### src/gic_pkg.sv
// package for the pin-pair and i2c-side configuration register block
// assumes a 20 mhz system clock; shared by the register bank and its watchdog
package gic_pkg;

	// clock
	localparam int unsigned CLK_PERIOD_NS = 50;

	// register map and reset values
	localparam logic [7:0] ADDR_PIN_CFG  = 8'h0e;
	localparam logic [7:0] ADDR_I2C_CFG  = 8'h0f;
	localparam logic [7:0] PIN_CFG_RESET = 8'h35;
	localparam logic [7:0] I2C_CFG_RESET = 8'h00;
	localparam logic [7:0] PIN_CFG_MASK  = 8'hfd; // bit 1 reserved
	localparam logic [7:0] I2C_CFG_MASK  = 8'h1f; // bits 7:5 reserved
	localparam logic [7:0] RDATA_NONE    = 8'h00;

	// pin pair field positions
	localparam int unsigned P3_VAL = 7;
	localparam int unsigned P3_REM = 6;
	localparam int unsigned P3_DIR = 5;
	localparam int unsigned P3_EN  = 4;
	localparam int unsigned P2_VAL = 3;
	localparam int unsigned P2_REM = 2;
	localparam int unsigned P2_EN  = 0;

	// i2c side field positions
	localparam int unsigned SDA_DLY_HI = 4;
	localparam int unsigned SDA_DLY_LO = 3;
	localparam int unsigned LWD_BIT    = 2;
	localparam int unsigned WD_FAST    = 1;
	localparam int unsigned WD_OFF     = 0;

	// sda output delay timing, least times round up
	localparam int unsigned SDA_BASE_NS  = 350;
	localparam int unsigned SDA_STEP_NS  = 50;
	localparam int unsigned SDA_BASE_CYC = (SDA_BASE_NS + CLK_PERIOD_NS - 1) / CLK_PERIOD_NS;
	localparam int unsigned SDA_STEP_CYC = (SDA_STEP_NS + CLK_PERIOD_NS - 1) / CLK_PERIOD_NS;
	localparam int unsigned SDA_PIPE_W   = SDA_BASE_CYC + 3 * SDA_STEP_CYC - 1;

	// watchdog timing, approximate expiries round down
	localparam int unsigned WD_FAST_NS   = 50000;
	localparam int unsigned WD_SLOW_MS   = 1000;
	localparam int unsigned WD_FAST_CYC  = WD_FAST_NS / CLK_PERIOD_NS;
	localparam int unsigned WD_SLOW_CYC  = (WD_SLOW_MS * 1000) / CLK_PERIOD_NS * 1000;
	localparam int unsigned WD_CNT_W     = 25;
	localparam int unsigned CLR_HALF_NS  = 5000;
	localparam int unsigned CLR_HALF_CYC = CLR_HALF_NS / CLK_PERIOD_NS;
	localparam logic [3:0]  CLR_PULSES   = 4'h9;

	// watchdog states
	typedef enum logic [2:0] {
		WD_WATCH = 3'b001,
		WD_LOW   = 3'b010,
		WD_HIGH  = 3'b100
	} gic_wd_state_t;

	// clocks from an sda change request to the pin for a delay code
	function automatic int unsigned sda_dly_cycles(input logic [1:0] code);
		return SDA_BASE_CYC + int'(code) * SDA_STEP_CYC;
	endfunction

endpackage

### src/gic_bus_watchdog.sv
// i2c bus watchdog: detects a free or hung bus and clocks a hung bus clear
// assumes scl and sda arrive already synchronised to sys_clk
`timescale 1ns/10ps
module gic_bus_watchdog #(
	parameter int unsigned SLOW_CYCLES = gic_pkg::WD_SLOW_CYC
) (
	// clock and reset
	input  wire logic sys_clk,
	input  wire logic nrst,
	// synchronised bus levels
	input  wire logic sda_s,
	input  wire logic scl_s,
	// control
	input  wire logic wd_off,
	input  wire logic wd_fast,
	// results
	output logic      bus_free_q,
	output logic      scl_oe_q
);

	gic_pkg::gic_wd_state_t          st_q, st_d;
	logic [gic_pkg::WD_CNT_W-1:0]    cnt_q, cnt_d;
	logic [gic_pkg::WD_CNT_W-1:0]    limit;
	logic [3:0]                      pcnt_q, pcnt_d;
	logic                            free_d, oe_d;
	logic                            sda_p_q, scl_p_q;
	logic                            activity;

	// idle watch, then nine scl pulses when sda is stuck low
	always_comb begin
		st_d     = st_q;
		cnt_d    = cnt_q;
		pcnt_d   = pcnt_q;
		free_d   = bus_free_q;
		activity = (sda_s != sda_p_q) || (scl_s != scl_p_q);
		limit    = wd_fast ? gic_pkg::WD_CNT_W'(gic_pkg::WD_FAST_CYC) : gic_pkg::WD_CNT_W'(SLOW_CYCLES);
		case (st_q)
			gic_pkg::WD_WATCH: begin
				if (wd_off || activity) begin
					cnt_d = '0;
					if (activity)
						free_d = 1'b0;
				end else if (cnt_q >= limit - 1'b1) begin
					cnt_d = '0;
					if (sda_s) begin
						free_d = 1'b1;
					end else begin
						st_d   = gic_pkg::WD_LOW;
						pcnt_d = '0;
					end
				end else begin
					cnt_d = cnt_q + 1'b1;
				end
			end
			gic_pkg::WD_LOW: begin
				if (cnt_q == gic_pkg::WD_CNT_W'(gic_pkg::CLR_HALF_CYC - 1)) begin
					cnt_d = '0;
					st_d  = gic_pkg::WD_HIGH;
				end else begin
					cnt_d = cnt_q + 1'b1;
				end
			end
			gic_pkg::WD_HIGH: begin
				if (cnt_q == gic_pkg::WD_CNT_W'(gic_pkg::CLR_HALF_CYC - 1)) begin
					cnt_d  = '0;
					pcnt_d = pcnt_q + 1'b1;
					st_d   = (pcnt_q == gic_pkg::CLR_PULSES - 1'b1) ? gic_pkg::WD_WATCH : gic_pkg::WD_LOW;
				end else begin
					cnt_d = cnt_q + 1'b1;
				end
			end
			default: begin
				st_d  = gic_pkg::WD_WATCH;
				cnt_d = '0;
			end
		endcase
		if (wd_off && st_q != gic_pkg::WD_WATCH) begin
			st_d  = gic_pkg::WD_WATCH;
			cnt_d = '0;
		end
		oe_d = (st_d == gic_pkg::WD_LOW);
	end

	// watchdog registers
	always_ff @(posedge sys_clk or negedge nrst) begin
		if (!nrst) begin
			st_q       <= gic_pkg::WD_WATCH;
			cnt_q      <= '0;
			pcnt_q     <= '0;
			bus_free_q <= 1'b0;
			scl_oe_q   <= 1'b0;
			sda_p_q    <= 1'b1;
			scl_p_q    <= 1'b1;
		end else begin
			st_q       <= st_d;
			cnt_q      <= cnt_d;
			pcnt_q     <= pcnt_d;
			bus_free_q <= free_d;
			scl_oe_q   <= oe_d;
			sda_p_q    <= sda_s;
			scl_p_q    <= scl_s;
		end
	end
endmodule

### src/gic_cfg_regs.sv
// pin pair and i2c side configuration registers with the behaviour behind them
// assumes an i2c slave front end on sys_clk delivers register accesses and
// marks those arriving over the control channel; remote pin values share sys_clk
//
// Operation
// - enabled output pin drives local value
// - remote enable drives pin from deserializer
// - sda output delay 350 to 500 ns
// - write lock rejects control channel register writes
// - write lock never blocks remote slave access
// - speed-up bit picks 50 us or 1 s
// - disable bit stops the bus watchdog
// - idle bus with sda high is free
// - stuck sda low gets nine scl pulses
`timescale 1ns/10ps
module gic_cfg_regs #(
	parameter int unsigned WD_SLOW_CYCLES = gic_pkg::WD_SLOW_CYC
) (
	// clock and reset
	input  wire logic       sys_clk,
	input  wire logic       nrst,
	// register access from the i2c slave front end
	input  wire logic       reg_wr,
	input  wire logic       reg_rd,
	input  wire logic       reg_remote,
	input  wire logic [7:0] reg_addr,
	input  wire logic [7:0] reg_wdata,
	output logic      [7:0] reg_rdata_q,
	output logic            reg_reject_q,
	// remote master pass-through to local slaves
	input  wire logic       fwd_req,
	output logic            fwd_grant_q,
	// general pins
	input  wire logic [1:0] remote_pin_val,
	output logic            second_general_pin_out_q,
	output logic            second_general_pin_oe_q,
	output logic            third_general_pin_out_q,
	output logic            third_general_pin_oe_q,
	// local i2c bus
	input  wire logic       sda_in,
	input  wire logic       scl_in,
	input  wire logic       sda_drive_req,
	output logic            sda_oe_q,
	output logic            scl_oe_q,
	output logic            bus_free_q
);

	// refuse a slow expiry below the fast one or beyond the counter
	if (WD_SLOW_CYCLES < gic_pkg::WD_FAST_CYC || WD_SLOW_CYCLES >= (1 << gic_pkg::WD_CNT_W)) begin : g_slow_range
		$error("WD_SLOW_CYCLES out of range");
	end

	logic [7:0]                      pin_q, pin_d;
	logic [7:0]                      i2c_q, i2c_d;
	logic [7:0]                      rdata_d;
	logic                            reject_d, grant_d, wr_ok;
	logic                            p2_out_d, p2_oe_d, p3_out_d, p3_oe_d;
	logic [gic_pkg::SDA_PIPE_W-1:0]  pipe_q, pipe_d;
	logic                            sda_oe_d;
	logic [1:0]                      sda_code;
	logic                            sda_m_q, sda_s_q, scl_m_q, scl_s_q;

	// register writes, reads, write lock and pin drive
	always_comb begin
		pin_d    = pin_q;
		i2c_d    = i2c_q;
		rdata_d  = reg_rdata_q;
		wr_ok    = reg_wr && !(reg_remote && i2c_q[gic_pkg::LWD_BIT]);
		reject_d = reg_wr && !wr_ok;
		grant_d  = fwd_req;
		if (wr_ok && reg_addr == gic_pkg::ADDR_PIN_CFG)
			pin_d = reg_wdata & gic_pkg::PIN_CFG_MASK;
		if (wr_ok && reg_addr == gic_pkg::ADDR_I2C_CFG)
			i2c_d = reg_wdata & gic_pkg::I2C_CFG_MASK;
		if (reg_rd) begin
			case (reg_addr)
				gic_pkg::ADDR_PIN_CFG: rdata_d = pin_q;
				gic_pkg::ADDR_I2C_CFG: rdata_d = i2c_q;
				default:               rdata_d = gic_pkg::RDATA_NONE;
			endcase
		end
		// second pin has no direction bit and is an output whenever enabled
		p2_oe_d  = pin_q[gic_pkg::P2_EN];
		p2_out_d = pin_q[gic_pkg::P2_REM] ? remote_pin_val[0] : pin_q[gic_pkg::P2_VAL];
		p3_oe_d  = pin_q[gic_pkg::P3_EN] && !pin_q[gic_pkg::P3_DIR];
		p3_out_d = pin_q[gic_pkg::P3_REM] ? remote_pin_val[1] : pin_q[gic_pkg::P3_VAL];
	end

	// register bank and pin outputs
	always_ff @(posedge sys_clk or negedge nrst) begin
		if (!nrst) begin
			pin_q                    <= gic_pkg::PIN_CFG_RESET;
			i2c_q                    <= gic_pkg::I2C_CFG_RESET;
			reg_rdata_q              <= gic_pkg::RDATA_NONE;
			reg_reject_q             <= 1'b0;
			fwd_grant_q              <= 1'b0;
			second_general_pin_out_q <= 1'b0;
			second_general_pin_oe_q  <= 1'b0;
			third_general_pin_out_q  <= 1'b0;
			third_general_pin_oe_q   <= 1'b0;
		end else begin
			pin_q                    <= pin_d;
			i2c_q                    <= i2c_d;
			reg_rdata_q              <= rdata_d;
			reg_reject_q             <= reject_d;
			fwd_grant_q              <= grant_d;
			second_general_pin_out_q <= p2_out_d;
			second_general_pin_oe_q  <= p2_oe_d;
			third_general_pin_out_q  <= p3_out_d;
			third_general_pin_oe_q   <= p3_oe_d;
		end
	end

	// sda delay line, tap chosen by the delay code
	always_comb begin
		sda_code = i2c_q[gic_pkg::SDA_DLY_HI:gic_pkg::SDA_DLY_LO];
		pipe_d   = {pipe_q[gic_pkg::SDA_PIPE_W-2:0], sda_drive_req};
		sda_oe_d = pipe_q[gic_pkg::sda_dly_cycles(sda_code) - 2];
	end

	// sda delay registers
	always_ff @(posedge sys_clk or negedge nrst) begin
		if (!nrst) begin
			pipe_q   <= '0;
			sda_oe_q <= 1'b0;
		end else begin
			pipe_q   <= pipe_d;
			sda_oe_q <= sda_oe_d;
		end
	end

	// two-stage synchronisers for the bus pins
	always_ff @(posedge sys_clk or negedge nrst) begin
		if (!nrst) begin
			sda_m_q <= 1'b1;
			sda_s_q <= 1'b1;
			scl_m_q <= 1'b1;
			scl_s_q <= 1'b1;
		end else begin
			sda_m_q <= sda_in;
			sda_s_q <= sda_m_q;
			scl_m_q <= scl_in;
			scl_s_q <= scl_m_q;
		end
	end

	// bus watchdog
	gic_bus_watchdog #(
		.SLOW_CYCLES (WD_SLOW_CYCLES)
	) u_watchdog (
		.sys_clk    (sys_clk),
		.nrst       (nrst),
		.sda_s      (sda_s_q),
		.scl_s      (scl_s_q),
		.wd_off     (i2c_q[gic_pkg::WD_OFF]),
		.wd_fast    (i2c_q[gic_pkg::WD_FAST]),
		.bus_free_q (bus_free_q),
		.scl_oe_q   (scl_oe_q)
	);
endmodule

### config.mk
export PLATFORM = sky130hd
export DESIGN_NAME = gic_cfg_regs
export DESIGN_NICKNAME = d
export VERILOG_FILES = /design/src/gic_pkg.sv /design/src/gic_bus_watchdog.sv /design/src/gic_cfg_regs.sv
export SDC_FILE = /design/constraint.sdc
export NUM_CORES = 1
export LEC_CHECK = 0
export BUFFER_PORTS_ARGS = -buffer_cell sky130_fd_sc_hd__buf_2
export CAP_MARGIN = 25
export CORE_MARGIN = 2
export CORE_UTILIZATION = 45
export DETAILED_ROUTE_END_ITERATION = 10
export GPL_ROUTABILITY_DRIVEN = 0
export SLEW_MARGIN = 15
export SYNTH_ARGS = -nofsm -noshare
export SYNTH_HDL_FRONTEND = slang
export SYNTH_SLANG_ARGS = --single-unit
### constraint.sdc
create_clock -name sys_clk -period 3.5 [get_ports sys_clk]
set_clock_uncertainty 0.05 [all_clocks]
set_input_delay 0 -clock sys_clk [delete_from_list [all_inputs] [get_ports sys_clk]]
set_output_delay 0 -clock sys_clk [all_outputs]
set_load 0.01 [all_outputs]
# Word-level counts from Yosys, hierarchy flattened
# Cells that the tools add are included.
# classes
order_cmp	2
mux	28
addsub	5
n_reduce_logical	18
n_eq_ne	16
# ops
op	count
$mux 25	5
$pmux 25 s2	1
$lt 32x5->1 const B	1
$add 25x1->25 const B	1
$eq 25x7->1 const B	1
$ge 25x25->1	1
$sub 25x1->25 const B	1
$mux 3	6
$eq 8x4->1 const B	2
$mux 4	4
$pmux 8 s2	1
$pmux 3 s3	1
$pmux 4 s2	1
$logic_and 1x1->1	7
$mux 1	7
$eq 3x2->1 const B	2
$ne 2x1->1 const B	3
$reduce_bool 2->1	3
$reduce_and 5->1	1
$sub 4x2->5 const B	1
$add 3x2->4 const A	1
$add 4x1->4 const B	1
$bmux 1 s4	1
$eq 4x4->1 const B	1
other kinds (10)	15
# totals
input_bits	27
ff_bits	76
out_inout_bits	17
word_cells	91

# Depth between registers and ports, before layout
# Gate-level depths: netlist of the first run.
# depth
word_depth	8
ltp_mapped	9
mapped_depth_nobuf	9

# Hierarchy
# Synthesis of the first run repeated with hierarchy kept, for this count alone.
# unflattened
cells_unflattened	325
hier_area_um2	3786.1
# modules_own_cells
mod	n_inst	area_each_um2	seq_area_each_um2	cells_each
gic_bus_watchdog	1	2279.7	904.6	226
gic_cfg_regs	1	1506.4	1011.0	99

# Least setup slack after synthesis of the first run
# No wires, ideal clock.
# synth_timing
path_kind	register to register
start	register i2c_q[1]
end	register u_watchdog.pcnt_q[1]
stages_incl_launch_ff	9
arrival_ps	2095
required_ps	3328
period_less_slack_ps	2267
slack_ps	1233
path_buffers	0
setup_time_ps	122
path_cell_list	dfrtp_1 > ha_1 > nor4bb_1 > nand3_1 > a211oi_1 > nor3_4 > o21ai_2 > nand2_1 > a32o_1
# synth_via
elab_chain_len	5
# synth_rtl
item	line_no	source
from (decl)	gic_cfg_regs.sv:54	logic [7:0] i2c_q, i2c_d;
from (signal assigned)	gic_cfg_regs.sv:93	i2c_q <= gic_pkg::I2C_CFG_RESET;
from (signal assigned)	gic_cfg_regs.sv:103	i2c_q <= i2c_d;
$mux 25	gic_bus_watchdog.sv:36	limit = wd_fast ? gic_pkg::WD_CNT_W'(gic_pkg::WD_FAST_CYC) : gic_pkg::WD_CNT_W'(SLOW_CYCLES);
$sub 25x1->25	gic_bus_watchdog.sv:43	end else if (cnt_q >= limit - 1'b1) begin
$ge 25x25->1	gic_bus_watchdog.sv:43	
$ne 2x1->1 (no line)	-	
$reduce_and 5->1 (no line)	-	
to (signal assigned)	gic_bus_watchdog.sv:97	pcnt_q <= pcnt_d;
to (decl)	gic_bus_watchdog.sv:24	logic [3:0] pcnt_q, pcnt_d;
# Every way passes these cells.
# A chain may end at the register's enable or synchronous reset.

# Worst setup path in the final report of the first run
# layout_timing
start	register i2c_q[1]
end	register u_watchdog.cnt_q[17] in the netlist's numbering
# layout_via
elab_chain_len	7
# layout_rtl
item	line_no	source
$mux 25	gic_bus_watchdog.sv:36	
$sub 25x1->25	gic_bus_watchdog.sv:43	
$ge 25x25->1	gic_bus_watchdog.sv:43	
$mux 25	gic_bus_watchdog.sv:43	
$mux 25	gic_bus_watchdog.sv:39	if (wd_off || activity) begin
$pmux 25 s2	gic_bus_watchdog.sv:37	case (st_q)
$mux 25	gic_bus_watchdog.sv:77	if (wd_off && st_q != gic_pkg::WD_WATCH) begin
net u_watchdog.cnt_d, one bit	gic_bus_watchdog.sv:22	logic [gic_pkg::WD_CNT_W-1:0] cnt_q, cnt_d;
to (signal assigned)	gic_bus_watchdog.sv:96	cnt_q <= cnt_d;
to (decl)	gic_bus_watchdog.sv:22	
# The timed path passes the listed nets, and every way through them passes these cells.

==> run_results.csv, run 1 <==
group,metric,value,unit
outcome,status,"finished with violations",
outcome,violations,"negative hold slack",
route,via_per_inst,5.14,
global_routing,grt_max_degree,77,
flow_run,maxCapViolations,0,
final_layout,areaGrowthSynthToFinish,20.1,%
place,io_buffers,43,
synthesis,synth_top_cell_area_share,45.0,%
place,place_area,3920,µm²
power_and_ir_drop,p_sw,0.393,mW
setup_path,start_kind,"register",
sta,hold-worst-slack,-2.45,ps
synthesis,syn_area_per_cell,11.1,µm²
setup_path,path_max_fanout,25,
synthesis,synth_top_family_by_area,"simple AND/OR/NAND/NOR gates",
synthesis,synth_compound_area_share,6.64,%
cts,postCtsSetupBuffers,0,
synthesis,synth_largest_area_cell,"dfrtp_1",
final_layout,fillers,693,
setup_path,worstPathArrival,2860,ps
synthesis,synth_fa_ha_area_share,5.19,%
cts,clk_pin_slew,80,ps
global_routing,top_usage_layer,"met2",
global_routing,use_met1,24.4,%
sta,tns,0,ps
synthesis,seq_area_frac_synth,53.0,%
final_layout,fin_nets,438,
sta,post-route-min-period,2710,ps
setup_path,crit_path_top_delay_cell,"dfrtp_1",
sta,max-slew-margin-rel,56.5,%
route,firstDrtPassIters,4,
power_and_ir_drop,combPwrFrac,6.8,%
setup_path,critPathKind,"reg -> reg",
synthesis,synth_area,3620,µm²
synthesis,synth_most_common_cell,"dfrtp_1",
synthesis,synth_xor_area_share,6.05,%
setup_path,end_kind,"register",
floorplanning,start_util,46.6,%
synthesis,synth_fp_nets,368,
synthesis,synth_commonest_cells,"dfrtp_1, nor2_1, nand3_1, mux2_2",
sta,clock.fmax,370,MHz
final_layout,final_area,4350,µm²
global_routing,grt_pass1_vias,2535,
power_and_ir_drop,netSwitchingFraction,24.1,%
setup_path,rrSetupSlack,790,ps
synthesis,ys_warn_count,0,
cts,cts_tree,"done",
sta,post-route-period-util,77.3,%
floorplanning,pin_count,44,
sta,tightestPinTransition,651,ps
sta,hold_violations,8,
setup_path,r2r-end,"u_watchdog.cnt_q[17]$_DFF_PN0_",
floorplanning,die_area,8770,µm²
cts,root_buffer,"clkbuf_8",
synthesis,synthMuxAreaShare,6.50,%
sta,setup_viol,0,
setup_path,reg2reg_depth,7,
global_routing,grt.total_usage,17.7,%
setup_path,critPathRequiredTime,3660,ps
final_layout,drive_above_1_share,24.9,%
synthesis,netlist_top_cells_area,"dfrtp_1, dfstp_2, mux2_2",
power_and_ir_drop,power_density,375,nW/µm²
power_and_ir_drop,power_frac_seq,56.5,%
final_layout,fin_util,55.9,%
power_and_ir_drop,leakagePower,2.04,nW
global_routing,grt_remaining_overflow,0,
global_routing,antenna_found_initial,0,
route,drtIter0Drc,86,
route,wl_per_cell,13.9,µm
route,vias,2585,
cts,clock_sinks,76,
setup_path,r2r_start,"i2c_q[1]$_DFFE_PN0P_",
synthesis,synth_ff_type,"dfrtp_1",
global_routing,grt_first_pass_wirelength,12.0,mm
floorplanning,coreArea,7770,µm²
setup_path,critPathMaxStageDelay,550,ps
setup_path,startpoint,"i2c_q[1]$_DFFE_PN0P_",
global_routing,grt_use_met3,5.06,%
cts,clk_latency,350,ps
sta,rsz0062_at_grt,"no",
global_routing,met2_usage,27.2,%
synthesis,postSynthCellCount,326,
power_and_ir_drop,clockPowerShare,36.8,%
setup_path,cp-endpoint,"u_watchdog.cnt_q[17]$_DFF_PN0_",
cts,numCtsBuffers,9,
floorplanning,die_height,93.7,µm
cts,cts-htree-levels,3,
setup_path,path_cells,"ha_1 -> nor4bb_1 -> nand3_1 -> a211oi_1 -> nor3_4 -> a21oi_4 -> nor2_1",
floorplanning,die_w,93.7,µm
synthesis,synth_edf_count,0,
cts,ctsLongestPathBuffers,2,
hold_path,holdCritPathClass,"in -> async",
route,wirelength,7.02,mm
synthesis,ys_ff_latch,76,
route,drt_drc_violations_left,0,
floorplanning,rows,32,
power_and_ir_drop,p_int,1.24,mW
sta,slew_viol_final,0,
final_layout,antenna_cells,0,
power_and_ir_drop,ir_drop,0.237,mV
route,ant_nets,0,
synthesis,synthDistinctLibCells,49,
synthesis,synthArstFlopShare,100,%
synthesis,synthSimpleGateAreaFrac,19.7,%
place,hpwlAfterDp,4.70,mm
[how the worst min path moves through the flow]
stage / from / cells past startpoint / to / slack, ps
after floorplan: nrst / 0 / fwd_grant_q$_DFF_PN0_ / -350
after global placement: sda_in / 1 / sda_m_q$_DFF_PN1_ / 60
after detailed placement: sda_in / 1 / sda_m_q$_DFF_PN1_ / 60
after CTS: reg_addr[7] / 3 / reg_rdata_q[3]$_DFFE_PN0P_ / 30
after global routing: nrst / 2 / reg_rdata_q[5]$_DFFE_PN0P_ / 6
final: nrst / 2 / reg_rdata_q[0]$_DFFE_PN0P_ / -2
[flip-flops by register name, indices dropped and copies added (netlist names), 3 cells and up]
register and flops:
u_watchdog.cnt_q 25, u_watchdog.st_q 3, reg_rdata_q 8, pipe_q 9, i2c_q 5, pin_q 7, u_watchdog.pcnt_q 4
[power by group through the flow]
stage | Clock, mW | Combinational [mW] | Sequential [mW]
floorplan | 0 | 0.0469 | 0.935
global placement | 0 | 0.0894 | 0.936
detailed placement | 0 | 0.0909 | 0.937
CTS | 0.621 | 0.109 | 0.920
global route | 0.664 | 0.125 | 0.923
finish | 0.599 | 0.110 | 0.920
[kinds of logic (layout without fill, tap and decap cells)]
kind of cell | count (synthesis) | count (layout)
buffers and inverters | 24 | 99
adder cells (fa/ha/maj) | 15 | 15
multiplexers | 20 | 20
AND/OR/NAND/NOR | 130 | 130
AO/OA/AOI/OAI | 36 | 36
XOR/XNOR | 25 | 25
flip-flops | 76 | 76
[cell usage in the layout (no fill, tap or decap), drive strengths merged, types with 2 or more instances in the layout]
cell type,synthesis,routed
dfrtp,65,65
buf,4,44
nor2,35,35
dlygate4sd3,0,22
nand3,19,19
mux2,18,18
nand2,18,18
inv,17,17
xor2,17,17
ha,15,15
dfstp,11,11
o21ai,11,11
clkbuf,3,11
and3,9,9
nand4,9,9
a21oi,9,9
nor2b,8,8
xnor2,8,8
nor3,8,8
nor4,7,7
a21o,4,4
o22ai,4,4
and4,3,3
clkinv,0,3
nand2b,2,2
or3,2,2
nand4b,2,2
a31o,2,2
a32o,2,2
clkinvlp,0,2
or4,2,2
[per-layer routing]
metal,share of wire (%),vias up,routed length [µm]
li1,-,1282,-
met1,47,1261,3330
met2,48,35,3370
met3,3.3,7,234
met4,1.1,0,79
met5,0,-,0
[critical path: cells and delay by family (launching register included)]
kind	cells	cell delay [ps]
adders and majority gates	1	380
DFF	1	550
AOI/OAI and AO/OA	2	900
and+or+nand+nor	4	670
[timing repair]
action / CTS / global route
hold buffers: 22 / 0
hold endpoints to repair: 92 / 0
resized for setup: 0 / 0
[through the flow]
step	total power, mW	setup slack [ps]	std cells
after detailed placement	1.03	760	464
after global placement	1.03	843	464
after CTS	1.65	742	502
after floorplan	0.982	1230	326
after global routing	1.71	429	503
final	1.63	794	503
[cell type report]
class / instances / area, µm² / area share (%)
Clock inverter: 5 / 37.5 / 0.864
Inverter: 17 / 63.8 / 1.47
Multi-Input combinational cell: 226 / 1590 / 36.7
Sequential cell: 76 / 1920 / 44.1
Clock buffer: 11 / 141 / 3.25
Tap cell: 102 / 128 / 2.94
Timing Repair Buffer: 66 / 465 / 10.7
Note: power is estimated with default switching activity, not from simulation.
==> run 2: changes to the inputs <==
Settings changed: PLACE_DENSITY set to 0.67.
Clock period 3.5 ns to 2.35 ns, I/O delays scaled along.
==> run 2 against run 1 <==
Cell area rose by 7.5%. Global-route usage rose by 1.7 points. Setup slack got worse by 710 ps. Sequential power rose by 49%. Total power rose by 60%. Critical path type unchanged. Fmax rose by 20%. First-iteration DRC count rose by 64%. Combinational power rose by 73%. The run now ends clean. Via count rose by 4.6%. Hold slack improved by 42 ps. Core utilization rose by 4.2 points.
==> run_results.csv, run 2 (same netlist as run 1, synthesis figures left out) <==
group,metric,value,unit
place,io_buffers,43,
route,maxUsedRoutingLayer,"met4",
route,drt-met1-wl,3.61,mm
power_and_ir_drop,ir_drop,0.343,mV
setup_path,worst-path-buf-inv,4,
setup_path,critPathMaxStageDelay,460,ps
cts,ctsLongestPathBuffers,2,
global_routing,grt_max_degree,77,
cts,clock_sinks,76,
route,wl_per_cell,14.8,µm
global_routing,grt_remaining_overflow,0,
global_routing,grt.total_usage,19.3,%
cts,clk_latency,350,ps
power_and_ir_drop,netSwitchingFraction,24.9,%
setup_path,crit_path_top_delay_cell,"dfrtp_2",
sta,hold_violations,0,
floorplanning,pin_count,44,
cts,root_buffer,"clkbuf_8",
setup_path,critPathRequiredTime,2540,ps
floorplanning,coreArea,7770,µm²
sta,rsz0062_at_grt,"yes",
setup_path,path_cells,"buf_4 -> ha_1 -> and3_4 -> nand3_2 -> a211oi_2 -> buf_4 -> nor3_4 -> buf_6 -> a21oi_4 -> buf_12 -> nor2_1",
cts,numCtsBuffers,9,
flow_run,maxCapViolations,0,
sta,tightestPinTransition,622,ps
power_and_ir_drop,p_int,1.95,mW
floorplanning,die_area,8770,µm²
power_and_ir_drop,p_total,2.60,mW
setup_path,critPathKind,"reg -> reg",
sta,post-route-min-period,2260,ps
setup_path,reg2reg_depth,11,
route,drtIter0Drc,141,
power_and_ir_drop,power_frac_seq,52.7,%
global_routing,grt_pass1_vias,2748,
place,place_ws,-77.7,ps
setup_path,path_max_fanout,25,
outcome,status,"complete, no violations",
sta,max-slew-margin-rel,58.1,%
cts,cts_tree,"done",
route,vias,2703,
final_layout,top_register,"u_watchdog.cnt_q",
sta,setup_viol,0,
final_layout,fillers,629,
route,wirelength,7.76,mm
final_layout,reg_top3,"u_watchdog.cnt_q (25), pipe_q (9), reg_rdata_q (8)",
power_and_ir_drop,p_sw,0.648,mW
route,via_per_inst,5.16,
setup_path,end_kind,"register",
final_layout,areaGrowthSynthToFinish,29.2,%
setup_path,start_kind,"register",
power_and_ir_drop,combPwrFrac,7.3,%
final_layout,drive_above_1_share,32.7,%
route,drt_drc_violations_left,0,
global_routing,antenna_found_initial,0,
setup_path,worstPathArrival,2450,ps
floorplanning,rows,32,
power_and_ir_drop,clockPowerShare,40.0,%
final_layout,antenna_cells,0,
sta,post-route-period-util,96.3,%
setup_path,cp_top_family,"buffers and inverters",
route,wl_met2,3.79,mm
final_layout,largest_reg_flops,25,
floorplanning,start_util,46.6,%
sta,clock.fmax,442,MHz
route,wl_met3,235,µm
route,ant_nets,0,
cts,cts-htree-levels,3,
place,hpwlAfterDp,4.99,mm
power_and_ir_drop,power_density,556,nW/µm²
power_and_ir_drop,leakagePower,2.16,nW
floorplanning,die_height,93.7,µm
sta,slew_viol_final,0,
floorplanning,die_w,93.7,µm
sta,finalWorstSetupSlack,86.7,ps
setup_path,crit_top_cell,"buf_4",
setup_path,cp.depth,11,
route,firstDrtPassIters,4,
final_layout,layout_common_cells,"dfrtp_1, buf_2, nor2_1, dlygate4sd3_1",
final_layout,fin_nets,459,
hold_path,holdCritPathClass,"in -> async",
cts,clk_pin_slew,80,ps
global_routing,grt_first_pass_wirelength,13.2,mm
sta,tns,0,ps
final_layout,final_common_cell,"dfrtp_1",
## run 2: cell count changes in the layout (fill, tap and decap cells not counted), moves of 3 or more
cell / previous run / this run
dlygate4sd3_1: 22 / 26
inv_6: 0 / 3
ha_4: 0 / 3
a21oi_2: 0 / 5
a21oi_1: 8 / 3
buf_4: 1 / 16
ha_1: 15 / 12
## run 2: cell type report
| class | instances | area [µm²] | share of cell area (%) |
|---|---|---|---|
| Timing Repair Buffer | 87 | 649 | 13.9 |
| Multi-Input combinational cell | 226 | 1710 | 36.5 |
| Clock buffer | 9 | 124 | 2.65 |
| Sequential cell | 76 | 1920 | 41.1 |
| Clock inverter | 7 | 82.6 | 1.77 |
| Inverter | 17 | 63.8 | 1.37 |
| Tap cell | 102 | 128 | 2.73 |
## run 2: worst reg2reg max path, stage by stage, from the launching register on
cell and delay, ps:
dfrtp_2 460, buf_4 180, ha_1 300, and3_4 190, nand3_2 100, a211oi_2 170, buf_4 150, nor3_4 50
buf_6 130, a21oi_4 130, buf_12 180, nor2_1 80
## run 2: what timing repair did
item | CTS | global route
setup buffers | 1 | 1
gates resized for setup | 6 | 19
setup endpoints to repair | 6 | 33
pin swaps | 2 | 3
hold buffers | 26 | 0
endpoints found under the hold margin | 92 | 0
## run 2: power groups by stage
| stage | Clock, mW | Sequential [mW] | Combinational (mW) |
|---|---|---|---|
| global placement | 0 | 1.39 | 0.145 |
| detailed placement | 0 | 1.40 | 0.150 |
| floorplan | 0 | 1.39 | 0.0698 |
| global route | 1.13 | 1.38 | 0.211 |
| finish | 1.04 | 1.37 | 0.190 |
| CTS | 1.07 | 1.37 | 0.181 |
## run 2: stage by stage
step                utilization [%]  std cells  hold slack (ps)  cell area (µm²)
global placement               52.1        479             57.5             4040
finish                         60.1        524             39.8             4670
CTS                            58.5        522             93.6             4540
floorplan                         -        326             -346             3620
global route                   60.1        524             57.4             4670
detailed placement             52.1        479             56.2             4040
## run 2: worst paths after layout
check                                                 endpoint            startpoint  slack (ps)
min in group sys_clk                reg_rdata_q[3]$_DFFE_PN0P_           reg_addr[6]         160
worst max register to register  u_watchdog.cnt_q[17]$_DFF_PN0_  i2c_q[1]$_DFFE_PN0P_          90
worst max-delay path            u_watchdog.cnt_q[17]$_DFF_PN0_  i2c_q[1]$_DFFE_PN0P_          90
worst min register to register             pipe_q[3]$_DFF_PN0_   pipe_q[2]$_DFF_PN0_         310
worst min-delay path            u_watchdog.cnt_q[12]$_DFF_PN0_                  nrst          40
max in group asynchronous                 pin_q[5]$_DFFE_PN1P_                  nrst        1600
## run 2: metal layers
metal	global-route usage, %	vias to the layer above
met2	30.5	45
met1	26.0	1316
li1	-	1327
met5	0	-
met4	6.16	0
met3	5.38	15
==> run 3: changes to the inputs <==
Settings changed: CAP_MARGIN 25 to 20, CORE_UTILIZATION 45 to 56, PLACE_DENSITY 0.67 to 0.77.
Clock period 2.35 ns to 2.3 ns, I/O delays scaled along.
==> run 3 against run 2 <==
Sequential power hardly changed. Setup slack lost 53 ps. Core utilization grew 12 points. Critical path depth down 1. Routed wire length is 0.44% lower. Cell count down 6.1%. Die area shrank 19%. Sequential share of layout area rose by 1.3 points. Global-route usage rose by 3.1 points. Cell area decreased by 3.2%. Total power is 3.3% lower. Largest power group unchanged.
==> run_results.csv, run 3 (same netlist as run 1, synthesis figures left out) <==
group,metric,value,unit
outcome,status,"complete, no violations",
floorplanning,pin_count,44,
flow_run,maxCapViolations,0,
final_layout,areaGrowthSynthToFinish,25.1,%
setup_path,critPathKind,"reg -> reg",
final_layout,largest_reg_flops,25,
floorplanning,die_w,84.4,µm
place,hpwlAfterDp,5.14,mm
sta,hold_violations,0,
sta,post-route-period-util,98.6,%
power_and_ir_drop,power_density,556,nW/µm²
hold_path,holdCritPathClass,"in -> reg",
route,drtIter0Drc,133,
final_layout,final_area,4520,µm²
final_layout,antenna_cells,0,
global_routing,grt_remaining_overflow,0,
cts,cts-htree-levels,3,
setup_path,path_max_fanout,25,
sta,tightestPinTransition,922,ps
sta,clock.fmax,441,MHz
route,vias,2749,
route,via_per_inst,5.59,
cts,ctsLongestPathBuffers,2,
cts,clk_latency,350,ps
setup_path,end_kind,"register",
power_and_ir_drop,ir_drop,0.568,mV
floorplanning,die_height,84.4,µm
sta,rsz0062_at_grt,"yes",
sta,slew_viol_final,0,
sta,max-slew-margin-rel,38.5,%
route,ant_nets,0,
setup_path,start_kind,"register",
global_routing,grt_max_degree,77,
sta,hold-worst-slack,48.0,ps
sta,tns,0,ps
global_routing,grt_first_pass_wirelength,12.6,mm
global_routing,antenna_found_initial,0,
place,io_buffers,43,
route,wirelength,7.73,mm
hold_path,min-delay-start,"reg_addr[4]",
final_layout,fin_nets,452,
final_layout,top_register,"u_watchdog.cnt_q",
place,place_area,4010,µm²
floorplanning,coreArea,6310,µm²
cts,numCtsBuffers,9,
setup_path,rrSetupSlack,30,ps
hold_path,whs_path_depth,3,
cts,cts_tree,"done",
final_layout,reg_top3,"u_watchdog.cnt_q (25), pipe_q (9), reg_rdata_q (8)",
sta,post-route-min-period,2270,ps
final_layout,layout_common_cells,"dfrtp_1, buf_2, nor2_1, dlygate4sd3_1",
floorplanning,start_util,57.3,%
setup_path,startpoint,"i2c_q[1]$_DFFE_PN0P_",
setup_path,reg2reg_depth,10,
sta,setup_viol,0,
power_and_ir_drop,leakagePower,2.11,nW
cts,clock_sinks,76,
cts,clk_pin_slew,80,ps
final_layout,final_common_cell,"dfrtp_1",
cts,root_buffer,"clkbuf_8",
setup_path,r2r-end,"u_watchdog.cnt_q[0]$_DFF_PN0_",
setup_path,critPathRequiredTime,2470,ps
route,firstDrtPassIters,4,
setup_path,r2r_start,"i2c_q[1]$_DFFE_PN0P_",
global_routing,grt.total_usage,22.4,%
floorplanning,die_area,7120,µm²
setup_path,cp-endpoint,"u_watchdog.cnt_q[0]$_DFF_PN0_",
final_layout,drive_above_1_share,31.3,%
route,drt_drc_violations_left,0,
floorplanning,rows,29,
setup_path,worstPathArrival,2440,ps
route,wl_per_cell,15.7,µm
global_routing,grt_pass1_vias,2737,
run 3: repair_timing:
| item | 4_1_cts | 5_1_grt |
|---|---|---|
| buffers inserted | 0 | 2 |
| pin swaps | 1 | 4 |
| hold buffers | 21 | 0 |
| gates resized for setup | 2 | 18 |
| hold endpoints to repair | 92 | 0 |
| setup endpoints to repair | 6 | 32 |
run 3: cell type report:
cell class | instances | area, µm²
multi-input cells | 226 | 1700
fillers | 426 | 1790
well taps | 77 | 96.3
clock buffers | 9 | 124
clock inverters | 7 | 61.3
flip-flops and latches | 76 | 1920
repair buffers | 80 | 564
inverters | 17 | 63.8
run 3: worst min-delay path by stage:
stage | endpoint | slack (ps)
detailed placement | fwd_grant_q$_DFF_PN0_ | 60
CTS | reg_rdata_q[3]$_DFFE_PN0P_ | 30
global route | reg_rdata_q[3]$_DFFE_PN0P_ | 90
finish | reg_rdata_q[3]$_DFFE_PN0P_ | 50
global placement | sda_m_q$_DFF_PN1_ | 60
floorplan | fwd_grant_q$_DFF_PN0_ | -350
run 3: critical path, stage by stage (launching register included):
cell and delay (ps):
dfrtp_2 440, buf_6 140, ha_1 260, and3_1 160, nand4_1 180, a211oi_4 290, nor3_4 90, buf_4 150
a21oi_4 130, buf_12 170, nor2_1 60
run 3: per-stage QoR:
| stage | setup WS (ps) | util, % | power, mW | cells |
|---|---|---|---|---|
| 2_1_floorplan | 33.1 | - | 1.49 | 326 |
| 4_1_cts | -11.8 | 69.9 | 2.54 | 491 |
| 3_3_place_gp | 45.1 | 63.6 | 1.57 | 454 |
| 3_5_place_dp | -82.1 | 63.6 | 1.57 | 454 |
| 6_report | 33.3 | 71.7 | 2.52 | 492 |
| 5_1_grt | -69.2 | 71.7 | 2.62 | 492 |
run 3: power by group:
part / leakage [nW] / internal, mW / switching, mW
Sequential: 0.993 / 1.38 / 0.0229
Clock: 0.0879 / 0.408 / 0.526
Combinational: 1.02 / 0.0900 / 0.0924
run 3: per-layer routing:
metal  GRT usage [%]  share of wire, %  vias to the layer above
met4            9.38               3.0                        0
met5               0                 0                        -
met2            36.4                49                       64
li1                -                 -                     1319
met1            28.6                44                     1338
met3            5.90               4.1                       28
